[config.mk]
export PLATFORM = sky130hd
export DESIGN_NAME = amc_config_regs
export DESIGN_NICKNAME = d
export VERILOG_FILES = /design/src/amc_pkg.sv /design/src/amc_config_regs.sv /design/src/amc_retry_timer.sv
export SDC_FILE = /design/constraint.sdc
export NUM_CORES = 1
export LEC_CHECK = 0
export ABC_CLOCK_PERIOD_IN_PS = 3200
export BUFFER_PORTS_ARGS = -buffer_cell sky130_fd_sc_hd__buf_2
export CORE_ASPECT_RATIO = 1.75
export CORE_UTILIZATION = 62
export DETAILED_ROUTE_END_ITERATION = 16
export GPL_TIMING_DRIVEN = 0
export PLACE_DENSITY = 0.77
export SLEW_MARGIN = 10
export SYNTH_ARGS = -nofsm -noshare
export SYNTH_HDL_FRONTEND = slang
export SYNTH_SLANG_ARGS = --single-unit
[constraint.sdc]
create_clock -name CLK_I -period 3.2 [get_ports CLK_I]
set_input_delay 0.64 -clock CLK_I [delete_from_list [all_inputs] [get_ports CLK_I]]
set_output_delay 0.64 -clock CLK_I [all_outputs]
set_load 0.03 [all_outputs]
[src/amc_pkg.sv]
// Package with register map, field layout, reset values and timing of the config bank.
package amc_pkg;

    // Register offsets on the control bus.
    localparam logic [7:0] AMC_OFS_PLAYBACK_CONFIG = 8'h03;
    localparam logic [7:0] AMC_OFS_MISC_CONFIG_A   = 8'h04;
    localparam logic [7:0] AMC_OFS_MISC_CONFIG_B   = 8'h05;

    // Values after reset.
    localparam logic [7:0] AMC_RST_PLAYBACK_CONFIG = 8'h20;
    localparam logic [7:0] AMC_RST_MISC_CONFIG_A   = 8'hC6;
    localparam logic [7:0] AMC_RST_MISC_CONFIG_B   = 8'h22;

    // Field positions.
    localparam int AMC_BIT_DC_REMOVAL_DISABLE  = 6;
    localparam int AMC_POS_AMP_LEVEL_LO        = 1;
    localparam int AMC_BIT_PUMP_GOOD_RETRY     = 7;
    localparam int AMC_BIT_BATTERY_POR_RETRY   = 6;
    localparam int AMC_BIT_OVERCURRENT_RETRY   = 5;
    localparam int AMC_BIT_OVERTEMP_RETRY      = 4;
    localparam int AMC_BIT_IRQ_PIN_PULLUP_EN   = 3;
    localparam int AMC_BIT_SPREAD_SPECTRUM_EN  = 2;
    localparam int AMC_POS_SHUTDOWN_BEHAVIOUR  = 6;
    localparam int AMC_POS_SHUTDOWN_DELAY      = 4;
    localparam int AMC_BIT_BATTERY_FLT_BYPASS  = 2;
    localparam int AMC_BIT_BROADCAST_ADDR_EN   = 1;
    localparam int AMC_BIT_RAIL_FLT_BYPASS     = 0;

    // Writable bit masks; bit 7 of the playback register is read-only zero.
    localparam logic [7:0] AMC_WMASK_PLAYBACK = 8'h7F;

    // Level code limits.
    localparam logic [4:0] AMC_LEVEL_FIRST_RESERVED = 5'h1D;

    // Clock and timing figures.
    localparam int AMC_CLK_HZ        = 20_000_000;
    localparam int AMC_RETRY_MS      = 1500;
    localparam int AMC_TIMEOUT_0_US  = 2000;
    localparam int AMC_TIMEOUT_1_US  = 4000;
    localparam int AMC_TIMEOUT_2_US  = 6000;
    localparam int AMC_TIMEOUT_3_US  = 23800;
    localparam int AMC_RETRY_CYC     = (AMC_CLK_HZ / 1000) * AMC_RETRY_MS;
    localparam int AMC_TIMEOUT_0_CYC = (AMC_CLK_HZ / 1_000_000) * AMC_TIMEOUT_0_US;
    localparam int AMC_TIMEOUT_1_CYC = (AMC_CLK_HZ / 1_000_000) * AMC_TIMEOUT_1_US;
    localparam int AMC_TIMEOUT_2_CYC = (AMC_CLK_HZ / 1_000_000) * AMC_TIMEOUT_2_US;
    localparam int AMC_TIMEOUT_3_CYC = (AMC_CLK_HZ / 1_000_000) * AMC_TIMEOUT_3_US;

    // Shutdown pin behaviour codes.
    typedef enum logic [1:0] {
        AMC_SD_GRACE_THEN_FORCE = 2'b00,
        AMC_SD_FORCE_NOW        = 2'b01,
        AMC_SD_GRACE_ONLY       = 2'b10,
        AMC_SD_RESERVED         = 2'b11
    } amc_sd_mode_type;

    // Register write request.
    typedef struct packed {
        logic       wr;
        logic [7:0] addr;
        logic [7:0] data;
    } amc_wreq_type;

    // Fault events that can trigger a retry.
    typedef struct packed {
        logic pump_good;
        logic battery_por;
        logic overcurrent;
        logic overtemp;
    } amc_fault_type;

endpackage

[src/amc_config_regs.sv]
// Playback and miscellaneous configuration register bank with shutdown and retry control.
`timescale 1ns/1ps

// Operation
// (RQ1) Playback bit 6 set disables DC removal.
// (RQ2) DC removal applies to PCM data only.
// (RQ3) Five-bit level code, bits 5:1, reset 10h.
// (RQ4) Over-current retry after 1.5 s when set.
// (RQ5) Over-temperature retry after 1.5 s when set.
// (RQ6) Battery POR retry bit 6, default on.
// (RQ7) Pump-good retry bit 7, default on.
// (RQ8) Bit 3 enables interrupt pin pull-up.
// (RQ9) Bit 2 enables spread spectrum, default on.
// (RQ10) Two-bit field selects shutdown pin behaviour.
// (RQ11) Two-bit field selects forced shutdown timeout.
// (RQ12) Timer forces shutdown unless graceful completed.
// (RQ13) Bit 2 bypasses battery reading filter.
// (RQ14) Bit 0 bypasses power rail filter.
// (RQ15) Bit 1 enables broadcast address, default on.
// (RQ16) Soft restore returns registers to defaults.
module amc_config_regs
    import amc_pkg::*;
#(
    parameter int RETRY_CYC     = amc_pkg::AMC_RETRY_CYC,
    parameter int TIMEOUT_0_CYC = amc_pkg::AMC_TIMEOUT_0_CYC,
    parameter int TIMEOUT_1_CYC = amc_pkg::AMC_TIMEOUT_1_CYC,
    parameter int TIMEOUT_2_CYC = amc_pkg::AMC_TIMEOUT_2_CYC,
    parameter int TIMEOUT_3_CYC = amc_pkg::AMC_TIMEOUT_3_CYC
) (
    // Clock and reset.
    input  wire logic                   CLK_I,
    input  wire logic                   RESETN_I,
    // Register access from the control bus logic.
    input  wire amc_pkg::amc_wreq_type  WREQ_I,
    input  wire logic                   SOFT_RESTORE_I,
    input  wire logic [7:0]             RD_ADDR_I,
    output logic [7:0]                  RD_DATA_O,
    // Playback path.
    input  wire logic                   PCM_FORMAT_I,
    output logic                        DC_REMOVAL_ACTIVE_O,
    output logic [4:0]                  AMP_LEVEL_O,
    // Faults and retry.
    input  wire amc_pkg::amc_fault_type FAULT_I,
    output logic [3:0]                  RETRY_O,
    // Pin and analog controls.
    output logic                        IRQ_PIN_PULLUP_EN_O,
    output logic                        SPREAD_SPECTRUM_EN_O,
    output logic                        BATTERY_FILTER_BYPASS_O,
    output logic                        POWER_RAIL_FILTER_BYPASS_O,
    output logic                        BROADCAST_ADDRESS_EN_O,
    // Shutdown pin handling.
    input  wire logic                   SHUTDOWN_PIN_N_I,
    input  wire logic                   GRACEFUL_DONE_I,
    output logic                        GRACEFUL_REQ_O,
    output logic                        FORCE_SHUTDOWN_O
);
    import amc_pkg::*;

    typedef enum logic [1:0] {
        AMC_ST_RUN   = 2'b00,
        AMC_ST_GRACE = 2'b01,
        AMC_ST_FORCE = 2'b10,
        AMC_ST_DOWN  = 2'b11
    } amc_sd_state_type;

    logic [7:0]       pb_q, misc_a_q, misc_b_q;
    logic             sdn_meta_q, sdn_sync_q, pcm_meta_q, pcm_sync_q;
    logic             gdone_meta_q, gdone_sync_q;
    logic [31:0]      sd_count_q;
    amc_sd_state_type sd_state_q, sd_state_d;
    logic [3:0]       retry_w;
    logic [7:0]       rd_data_d;

    // Register writes and soft restore; a restore outranks a write in the same cycle.
    wire wr_pb_w     = WREQ_I.wr && (WREQ_I.addr == AMC_OFS_PLAYBACK_CONFIG);
    wire wr_misc_a_w = WREQ_I.wr && (WREQ_I.addr == AMC_OFS_MISC_CONFIG_A);
    wire wr_misc_b_w = WREQ_I.wr && (WREQ_I.addr == AMC_OFS_MISC_CONFIG_B);

    // Writes land here; restore reloads every default.
    always_ff @(posedge CLK_I or negedge RESETN_I)
    begin
        if (!RESETN_I)
        begin
            pb_q     <= AMC_RST_PLAYBACK_CONFIG;
            misc_a_q <= AMC_RST_MISC_CONFIG_A;
            misc_b_q <= AMC_RST_MISC_CONFIG_B;
        end
        else if (SOFT_RESTORE_I) // RQ16
        begin
            pb_q     <= AMC_RST_PLAYBACK_CONFIG;
            misc_a_q <= AMC_RST_MISC_CONFIG_A;
            misc_b_q <= AMC_RST_MISC_CONFIG_B;
        end
        else
        begin
            if (wr_pb_w)
                pb_q <= WREQ_I.data & AMC_WMASK_PLAYBACK;
            if (wr_misc_a_w)
                misc_a_q <= WREQ_I.data;
            if (wr_misc_b_w)
                misc_b_q <= WREQ_I.data;
        end
    end

    // Pins from outside are synchronised before any logic reads them.
    always_ff @(posedge CLK_I or negedge RESETN_I)
    begin
        if (!RESETN_I)
        begin
            sdn_meta_q   <= 1'b1;
            sdn_sync_q   <= 1'b1;
            pcm_meta_q   <= 1'b0;
            pcm_sync_q   <= 1'b0;
            gdone_meta_q <= 1'b0;
            gdone_sync_q <= 1'b0;
        end
        else
        begin
            sdn_meta_q   <= SHUTDOWN_PIN_N_I;
            sdn_sync_q   <= sdn_meta_q;
            pcm_meta_q   <= PCM_FORMAT_I;
            pcm_sync_q   <= pcm_meta_q;
            gdone_meta_q <= GRACEFUL_DONE_I;
            gdone_sync_q <= gdone_meta_q;
        end
    end

    // Field decode for the shutdown controller.
    wire [1:0] sd_mode_w  = misc_b_q[AMC_POS_SHUTDOWN_BEHAVIOUR +: 2];
    wire [1:0] sd_delay_w = misc_b_q[AMC_POS_SHUTDOWN_DELAY +: 2];
    wire       sd_req_w   = !sdn_sync_q;
    wire [31:0] sd_limit_w = (sd_delay_w == 2'b00) ? 32'(TIMEOUT_0_CYC) : // RQ11
                             (sd_delay_w == 2'b01) ? 32'(TIMEOUT_1_CYC) :
                             (sd_delay_w == 2'b10) ? 32'(TIMEOUT_2_CYC) :
                                                     32'(TIMEOUT_3_CYC);

    // Next state of the shutdown controller; reserved mode behaves as graceful-only.
    always_comb
    begin
        sd_state_d = sd_state_q;
        unique case (sd_state_q)
            AMC_ST_RUN:
                if (sd_req_w)
                    sd_state_d = (sd_mode_w == AMC_SD_FORCE_NOW) ? AMC_ST_FORCE // RQ10
                                                                 : AMC_ST_GRACE;
            AMC_ST_GRACE:
                if (!sd_req_w)
                    sd_state_d = AMC_ST_RUN;
                else if (gdone_sync_q)
                    sd_state_d = AMC_ST_DOWN; // RQ12
                else if (sd_mode_w == AMC_SD_GRACE_THEN_FORCE && sd_count_q >= sd_limit_w)
                    sd_state_d = AMC_ST_FORCE; // RQ12
            AMC_ST_FORCE,
            AMC_ST_DOWN:
                if (!sd_req_w)
                    sd_state_d = AMC_ST_RUN;
        endcase
    end

    // State and timeout counter; the count starts at the request.
    always_ff @(posedge CLK_I or negedge RESETN_I)
    begin
        if (!RESETN_I)
        begin
            sd_state_q <= AMC_ST_RUN;
            sd_count_q <= 32'h0000_0000;
        end
        else
        begin
            sd_state_q <= sd_state_d;
            sd_count_q <= (sd_state_d == AMC_ST_GRACE) ? sd_count_q + 32'h0000_0001
                                                       : 32'h0000_0000;
        end
    end

    // One retry timer per fault class, each gated by its own enable bit.
    wire [3:0] retry_en_w = {misc_a_q[AMC_BIT_PUMP_GOOD_RETRY],   // RQ7
                             misc_a_q[AMC_BIT_BATTERY_POR_RETRY], // RQ6
                             misc_a_q[AMC_BIT_OVERCURRENT_RETRY], // RQ4
                             misc_a_q[AMC_BIT_OVERTEMP_RETRY]};   // RQ5
    wire [3:0] fault_w    = FAULT_I;

    genvar gi;
    generate
        for (gi = 0; gi < 4; gi++)
        begin : g_retry
            amc_retry_timer #(
                .DELAY_CYC (RETRY_CYC)
            ) u_timer (
                .CLK_I        (CLK_I),
                .RESETN_I     (RESETN_I),
                .soft_clear_i (SOFT_RESTORE_I),
                .enable_i     (retry_en_w[gi]),
                .fault_i      (fault_w[gi]),
                .retry_o      (retry_w[gi])
            );
        end
    endgenerate

    // Read decode; unmapped offsets read as zero.
    always_comb
    begin
        unique case (RD_ADDR_I)
            AMC_OFS_PLAYBACK_CONFIG: rd_data_d = pb_q;
            AMC_OFS_MISC_CONFIG_A:   rd_data_d = misc_a_q;
            AMC_OFS_MISC_CONFIG_B:   rd_data_d = misc_b_q;
            default:                 rd_data_d = 8'h00;
        endcase
    end

    // All outputs leave from flip-flops, so controls lag the register by one cycle.
    always_ff @(posedge CLK_I or negedge RESETN_I)
    begin
        if (!RESETN_I)
        begin
            RD_DATA_O                  <= 8'h00;
            DC_REMOVAL_ACTIVE_O        <= 1'b0;
            AMP_LEVEL_O                <= AMC_RST_PLAYBACK_CONFIG[AMC_POS_AMP_LEVEL_LO +: 5];
            RETRY_O                    <= 4'h0;
            IRQ_PIN_PULLUP_EN_O        <= AMC_RST_MISC_CONFIG_A[AMC_BIT_IRQ_PIN_PULLUP_EN];
            SPREAD_SPECTRUM_EN_O       <= AMC_RST_MISC_CONFIG_A[AMC_BIT_SPREAD_SPECTRUM_EN];
            BATTERY_FILTER_BYPASS_O    <= AMC_RST_MISC_CONFIG_B[AMC_BIT_BATTERY_FLT_BYPASS];
            POWER_RAIL_FILTER_BYPASS_O <= AMC_RST_MISC_CONFIG_B[AMC_BIT_RAIL_FLT_BYPASS];
            BROADCAST_ADDRESS_EN_O     <= AMC_RST_MISC_CONFIG_B[AMC_BIT_BROADCAST_ADDR_EN];
            GRACEFUL_REQ_O             <= 1'b0;
            FORCE_SHUTDOWN_O           <= 1'b0;
        end
        else
        begin
            RD_DATA_O                  <= rd_data_d;
            DC_REMOVAL_ACTIVE_O        <= !pb_q[AMC_BIT_DC_REMOVAL_DISABLE]
                                          && pcm_sync_q; // RQ1 RQ2
            AMP_LEVEL_O                <= pb_q[AMC_POS_AMP_LEVEL_LO +: 5]; // RQ3
            RETRY_O                    <= retry_w;
            IRQ_PIN_PULLUP_EN_O        <= misc_a_q[AMC_BIT_IRQ_PIN_PULLUP_EN]; // RQ8
            SPREAD_SPECTRUM_EN_O       <= misc_a_q[AMC_BIT_SPREAD_SPECTRUM_EN]; // RQ9
            BATTERY_FILTER_BYPASS_O    <= misc_b_q[AMC_BIT_BATTERY_FLT_BYPASS]; // RQ13
            POWER_RAIL_FILTER_BYPASS_O <= misc_b_q[AMC_BIT_RAIL_FLT_BYPASS]; // RQ14
            BROADCAST_ADDRESS_EN_O     <= misc_b_q[AMC_BIT_BROADCAST_ADDR_EN]; // RQ15
            GRACEFUL_REQ_O             <= (sd_state_d == AMC_ST_GRACE);
            FORCE_SHUTDOWN_O           <= (sd_state_d == AMC_ST_FORCE);
        end
    end
endmodule // amc_config_regs

[src/amc_retry_timer.sv]
// Retry timer for one shutdown fault class.
`timescale 1ns/1ps

module amc_retry_timer #(
    parameter int DELAY_CYC = amc_pkg::AMC_RETRY_CYC
) (
    // Clock and reset.
    input  wire logic CLK_I,
    input  wire logic RESETN_I,
    input  wire logic soft_clear_i,
    // Control.
    input  wire logic enable_i,
    input  wire logic fault_i,
    // Result.
    output logic      retry_o
);
    logic [31:0] count_q;
    logic        busy_q;
    logic        retry_q;
    wire         done_w = busy_q && (count_q == 32'h0000_0001);

    // A fault with retry off leaves the block down; disabling mid-wait abandons the retry.
    always_ff @(posedge CLK_I or negedge RESETN_I)
    begin
        if (!RESETN_I)
        begin
            count_q <= 32'h0000_0000;
            busy_q  <= 1'b0;
            retry_q <= 1'b0;
        end
        else if (soft_clear_i || !enable_i)
        begin
            count_q <= 32'h0000_0000;
            busy_q  <= 1'b0;
            retry_q <= 1'b0;
        end
        else if (fault_i && !busy_q)
        begin
            count_q <= 32'(DELAY_CYC);
            busy_q  <= 1'b1;
            retry_q <= 1'b0;
        end
        else
        begin
            count_q <= busy_q ? count_q - 32'h0000_0001 : count_q;
            busy_q  <= busy_q && !done_w;
            retry_q <= done_w;
        end
    end

    assign retry_o = retry_q;

endmodule // amc_retry_timer
# After elaboration in Yosys (flattened, before gate mapping)
# Cells that the tools add are included.
# Widths: inputs -> output; s select.
dict set report classes {
  muxes 46
  mul 0
  n_reduce_logical 45
  div_mod_pow 0
  bitwise 0
  addsub 5
  n_lt_le_gt_ge 1
  eq_ne 18
  shift 0
}
# operator count
set op_table {}
lappend op_table {{$mux 32} 13}
lappend op_table {{$eq 32x1->1 const B} 4}
lappend op_table {{$sub 32x1->32 const B} 4}
lappend op_table {{$mux 19} 3}
lappend op_table {{$mux 8} 6}
lappend op_table {{$add 32x1->32 const B} 1}
lappend op_table {{$eq 8x3->1 const B} 4}
lappend op_table {{$ge 32x19->1} 1}
lappend op_table {{$pmux 8 s3} 1}
lappend op_table {{$logic_and 1x1->1} 17}
lappend op_table {{$eq 8x2->1 const B} 2}
lappend op_table {{$mux 1} 16}
lappend op_table {{$logic_not 1->1} 13}
lappend op_table {{$mux 2} 6}
lappend op_table {{$reduce_bool 3->1} 4}
lappend op_table {{$eq 2x1->1 const B} 4}
lappend op_table {{$eq 2x2->1 const B} 4}
lappend op_table {{$logic_not 2->1} 3}
lappend op_table {{$pmux 2 s3} 1}
lappend op_table {{$reduce_bool 2->1} 3}
lappend op_table {{$logic_or 1x1->1} 4}
lappend op_table {{$reduce_or 2->1} 1}
dict set report totals {
  word_cells 149
  mem_bits_rw 0
  reg_bits 225
  latchBits 0
  romBits 0
  output_inout_bits 25
  mem_count 0
}

# Depth between registers and ports, before layout
dict set report logic_depth {
  word_depth 12
  mapped_depth 11
}

# Modules after synthesis
# Synthesis repeated with hierarchy kept, for this count alone.
dict set report unflattened {
  cells_unflattened 1243
  area_unflattened_um2 12174.2
}
# module n_inst cells_per_inst area_per_inst_um2
set by_module_without_submodules {}
lappend by_module_without_submodules {{amc_retry_timer (g_retry[0].u_timer ...)} 3 213 1939.4}
lappend by_module_without_submodules {amc_config_regs 1 388 4390.5}
lappend by_module_without_submodules {{amc_retry_timer (g_retry[3].u_timer)} 1 216 1965.6}

# Worst setup path before layout
# No wires, ideal clock.
dict set report synth_path {
  path_type {reg-to-reg}
  start {register misc_b_q[5]}
  end {register sd_count_q[10]}
  synth_period_minus_slack_ns 2.626
  setup_slack_ns 0.574
  arrival_time_ns 2.489
  t_required_ns 3.064
  n_path_buf 1
  path_stages_with_launch 12
  path_cell_list {dfstp_2 > inv_1 > ha_1 > inv_1 > ha_1 > and4b_1 > a31oi_1 > a211oi_1 > o21ai_0 > a21oi_1 > clkbuf_1 > nor3_1}
}
dict set report synth_between {
  elab_chain_cells 12
  word_cells_on_any_way 14
  cone_classes {order compare (1); eq/ne (3); mux (8); reduce/logical (2)}
}
# item line
set synth_rtl {}
lappend synth_rtl {{from (decl)} amc_config_regs.sv:66} ;# logic [7:0] pb_q, misc_a_q, misc_b_q;
lappend synth_rtl {{from (signal assigned)} amc_config_regs.sv:101} ;# misc_b_q <= WREQ_I.data;
lappend synth_rtl {{$eq 2x2->1} amc_config_regs.sv:134} ;# (sd_delay_w == 2'b10) ? 32'(TIMEOUT_2_CYC) :
lappend synth_rtl {{$mux 19} amc_config_regs.sv:134}
lappend synth_rtl {{$mux 19} amc_config_regs.sv:133} ;# (sd_delay_w == 2'b01) ? 32'(TIMEOUT_1_CYC) :
lappend synth_rtl {{$mux 19 (*)} amc_config_regs.sv:132} ;# wire [31:0] sd_limit_w = (sd_delay_w == 2'b00) ? 32'(TIMEOUT_0_CYC) :
lappend synth_rtl {{$ge 32x19->1 (*)} amc_config_regs.sv:151} ;# else if (sd_mode_w == AMC_SD_GRACE_THEN_FORCE && sd_count_q >= sd_limit_w)
lappend synth_rtl {{$logic_and 1x1->1 (*)} amc_config_regs.sv:151}
lappend synth_rtl {{$mux 2 (*)} amc_config_regs.sv:151}
lappend synth_rtl {{$mux 2 (*)} amc_config_regs.sv:149} ;# else if (gdone_sync_q)
lappend synth_rtl {{$mux 2 (*)} amc_config_regs.sv:147} ;# if (!sd_req_w)
lappend synth_rtl {{$pmux 2 s3 (*)} amc_config_regs.sv:141} ;# unique case (sd_state_q)
lappend synth_rtl {{$eq 2x1->1 (*)} amc_config_regs.sv:171} ;# sd_count_q <= (sd_state_d == AMC_ST_GRACE) ? sd_count_q + 32'h0000_0001
lappend synth_rtl {{$mux 32 (*)} amc_config_regs.sv:171}
lappend synth_rtl {{to (signal assigned)} amc_config_regs.sv:171}
lappend synth_rtl {{to (decl)} amc_config_regs.sv:69} ;# logic [31:0] sd_count_q;
# Every way passes the cells marked *; elsewhere a longest branch is shown, timed or not.
# A chain may end at the register's enable or synchronous reset.

# Worst setup path in the final report
dict set report layout_path {
  start {register misc_b_q[5]}
  end {register sd_count_q[25]}
}
# Same word-level chain as after synthesis.

==> results by group <==
Outcome
  • Status: finished clean

Clock tree
  • Clock input transition at the sequential cells of the worst setup and hold paths: 0.07 ns
  • Total CTS buffers: 22
  • Worst skew pair latency: 0.52 ns
  • Number of clock sinks: 224
  • Clock tree from TritonCTS: built
  • Clock root cell: clkbuf_16
  • Setup bufs post-CTS: 0
  • Clock Tree Buf Depth: 3
  • CTS H-tree lvls: 1

Routing
  • Per-cell routed wire length: 17.6 um
  • Met2 WL: 14.8 mm
  • Routed wire length: 27.2 mm
  • Vias per inst: 6.25
  • DRT met1 WL: 10.4 mm
  • DRC Markers: 0
  • Met3 WL: 967 um
  • Pre-Repair DR Iteration Count: 5
  • First DRT Iteration DRCs: 409
  • Via count: 9,681
  • DR top layer: met4
  • DRT antenna net count: 0

Timing
  • Final period util: 0.933
  • Worst Slack Setup Final: 0.215 ns
  • Final setup viols: 0
  • Actual slew at the worst max-slew pin: 0.839 ns
  • Slew Limit Fails: 0
  • Worst hold slack: 0.227 ns
  • Tmin final: 2.99 ns
  • Worst Skew: 0.0132 ns
  • Max transition margin: 0.436
  • RSZ-0062 raised after global routing: no
  • Achievable frequency: 335 MHz
  • Hold Fails Final Rpt: 0

Logic synthesis
  • Post-synthesis async set-or-reset flop share: 1.00
  • Post-synth top flop: dfrtp_1
  • #FFs+latches synth: 224
  • Most frequent cell after synthesis: dfrtp_1
  • Most common library cells after synthesis: dfrtp_1, nor2_1, o21ai_0
  • Syn Area/Cell: 9.44 um2
  • Yosys top cell area share: 0.464
  • Post-Syn Area: 11,400 um2
  • Synth area leader: dfrtp_1
  • Area contributors post-synth: dfrtp_1, nor2_1, o21ai_0
  • Cells after Synth: 1,212
  • Distinct cells, synth: 61
  • Seq/Total Area, Yosys: 0.491
  • Synthesis Warnings: 0
  • Post-synth EDFFs: 0
  • Synth Net Count: 1,275

Floorplan
  • Die area: 19,000 um2
  • Die Ht: 182 um
  • Initial Utilization: 0.634
  • Die X: 105 um
  • Core Region: 18,100 um2
  • I/O pin count: 60
  • Core Rows: 65

Worst setup path
  • Worst reg2reg path depth: 11
  • Reg2Reg Launch Point: misc_b_q[5]
  • Crit. Startpoint: misc_b_q[5]
  • Required @ worst endpoint: 3.58 ns
  • CP Class: register to register
  • Top fanout value on the critical path: 10
  • Critical path launch point type: register
  • WP data arrival: 3.36 ns
  • CP endpoint kind: register

Layout
  • Fin cells: 1,548
  • Final net count: 1,360
  • Share of layout cells above drive strength 1: 0.108
  • Area Growth Syn to Fin: 12.9%

Pwr
  • Pwr Total: 6.57 mW
  • Leakage power: 5.95 nW
  • Worst VDD drop: 0.597 mV
  • Cell Pwr Density: 508 nW/um2

Placed design
  • Final GP Congestion: 0.871
  • Hpwl dp: 19.3 mm
  • Placed Cells: 1,506
  • Port bufs: 58
  • Place WS: -0.0742 ns

Worst hold path
  • Hold path start: SHUTDOWN_PIN_N_I
  • Worst min-delay path class: input port to register
  • Hold Crit Depth: 1

Global route
  • Initial antenna violation count: 0
  • Vias in the first global route: 9,803
  • Pin count of the biggest net entering global routing: 112
  • Total global-route track usage: 0.294
  • GRT overflow: 0
  • First-pass GRT wire length: 45.8 mm

Job
  • Maxcap violations: 0
cells by family (layout without fill, tap and decap cells):
logic type      count (synthesis)  after routing  synth area share
buf+inv                        90            191            0.0299
compound gates                264            264             0.146
other cells                     0              1                 0
mux                            29             29            0.0259
simple gates                  528            528             0.239
xor+xnor                       49             49            0.0375
fa+ha+maj                      28             28            0.0306
flops                         224            224             0.491
critical path, cell delays in order, from the launching register on:
cell and delay, ns:
dfstp_2 0.60, inv_1 0.13, ha_1 0.31, inv_1 0.05, ha_1 0.28, and4b_1 0.19
a31oi_1 0.08, a211oi_1 0.21, o21ai_0 0.21, a21oi_2 0.38, clkbuf_2 0.31, nor3_1 0.11
path summary, 6_finish.rpt:
path | slack, ns | end
worst max-delay path | 0.21 | sd_count_q[25]
worst min-delay path | 0.23 | sdn_meta_q
worst max register to register | 0.21 | sd_count_q[25]
worst min register to register | 0.35 | RETRY_O[1]
max in group asynchronous | 1.95 | g_retry[1].u_timer.count_q[12]
min in group asynchronous | 0.50 | sd_count_q[23]
where the power goes:
part | total, mW | internal (mW) | switching, mW
Combinational | 0.685 | 0.254 | 0.430
Clock | 2.88 | 1.73 | 1.14
Sequential | 3.01 | 2.92 | 0.0917
routing by layer:
layer	vias to the layer above	GRT usage
met4	0	0.126
met1	4760	0.323
met5	-	0
li1	4612	-
met2	225	0.560
met3	84	0.0366
layout make-up:
cell class / count / area (um2)
sequential: 224 / 5620
buffer: 55 / 214
antenna: 1 / 2.50
inverter: 35 / 131
tap: 234 / 293
fill: 1419 / 5130
clock buffer: 28 / 634
timing repair buffer: 61 / 365
clock inverter: 12 / 173
multi-input combinational: 898 / 5490
metrics by stage:
step                 util  setup TNS (ns)  cell area, um2
finish              0.716               0           12900
global placement    0.666         -502.78           12000
detailed placement  0.670           -1.15           12100
CTS                 0.715               0           12900
floorplan               -               0           11400
global route        0.716               0           12900
sequential cells by signal, indices dropped and copies added (netlist names), 5 cells and up:
name                     count
sd_count_q                  32
AMP_LEVEL_O                  5
misc_b_q                     8
RD_DATA_O                    8
misc_a_q                     8
pb_q                         7
g_retry.u_timer.count_q    128
cell usage in the layout (no fill, tap or decap), types with 18 or more instances in the layout:
cell type | Yosys | layout
dfrtp_1 | 212 | 212
nand3_1 | 37 | 37
o21ai_0 | 94 | 94
clkbuf_16 | 0 | 23
ha_1 | 28 | 28
a31oi_1 | 19 | 19
xor2_1 | 27 | 27
a21oi_1 | 52 | 51
nor4_1 | 26 | 25
buf_2 | 2 | 59
mux2i_1 | 24 | 24
nor2_1 | 140 | 140
nand2_1 | 88 | 88
a311oi_1 | 18 | 18
nor3_1 | 92 | 92
inv_1 | 35 | 35
clkbuf_1 | 49 | 47
xnor2_1 | 22 | 22
nand4_1 | 24 | 24
what timing repair did:
item	4_1_cts	5_1_grt
pin swaps	0	0
hold buffers	1	0
gates resized for setup	1	6
endpoints found under the setup margin	30	30
hold endpoints to repair	4	0
Power figures use the tool's default switching activity.
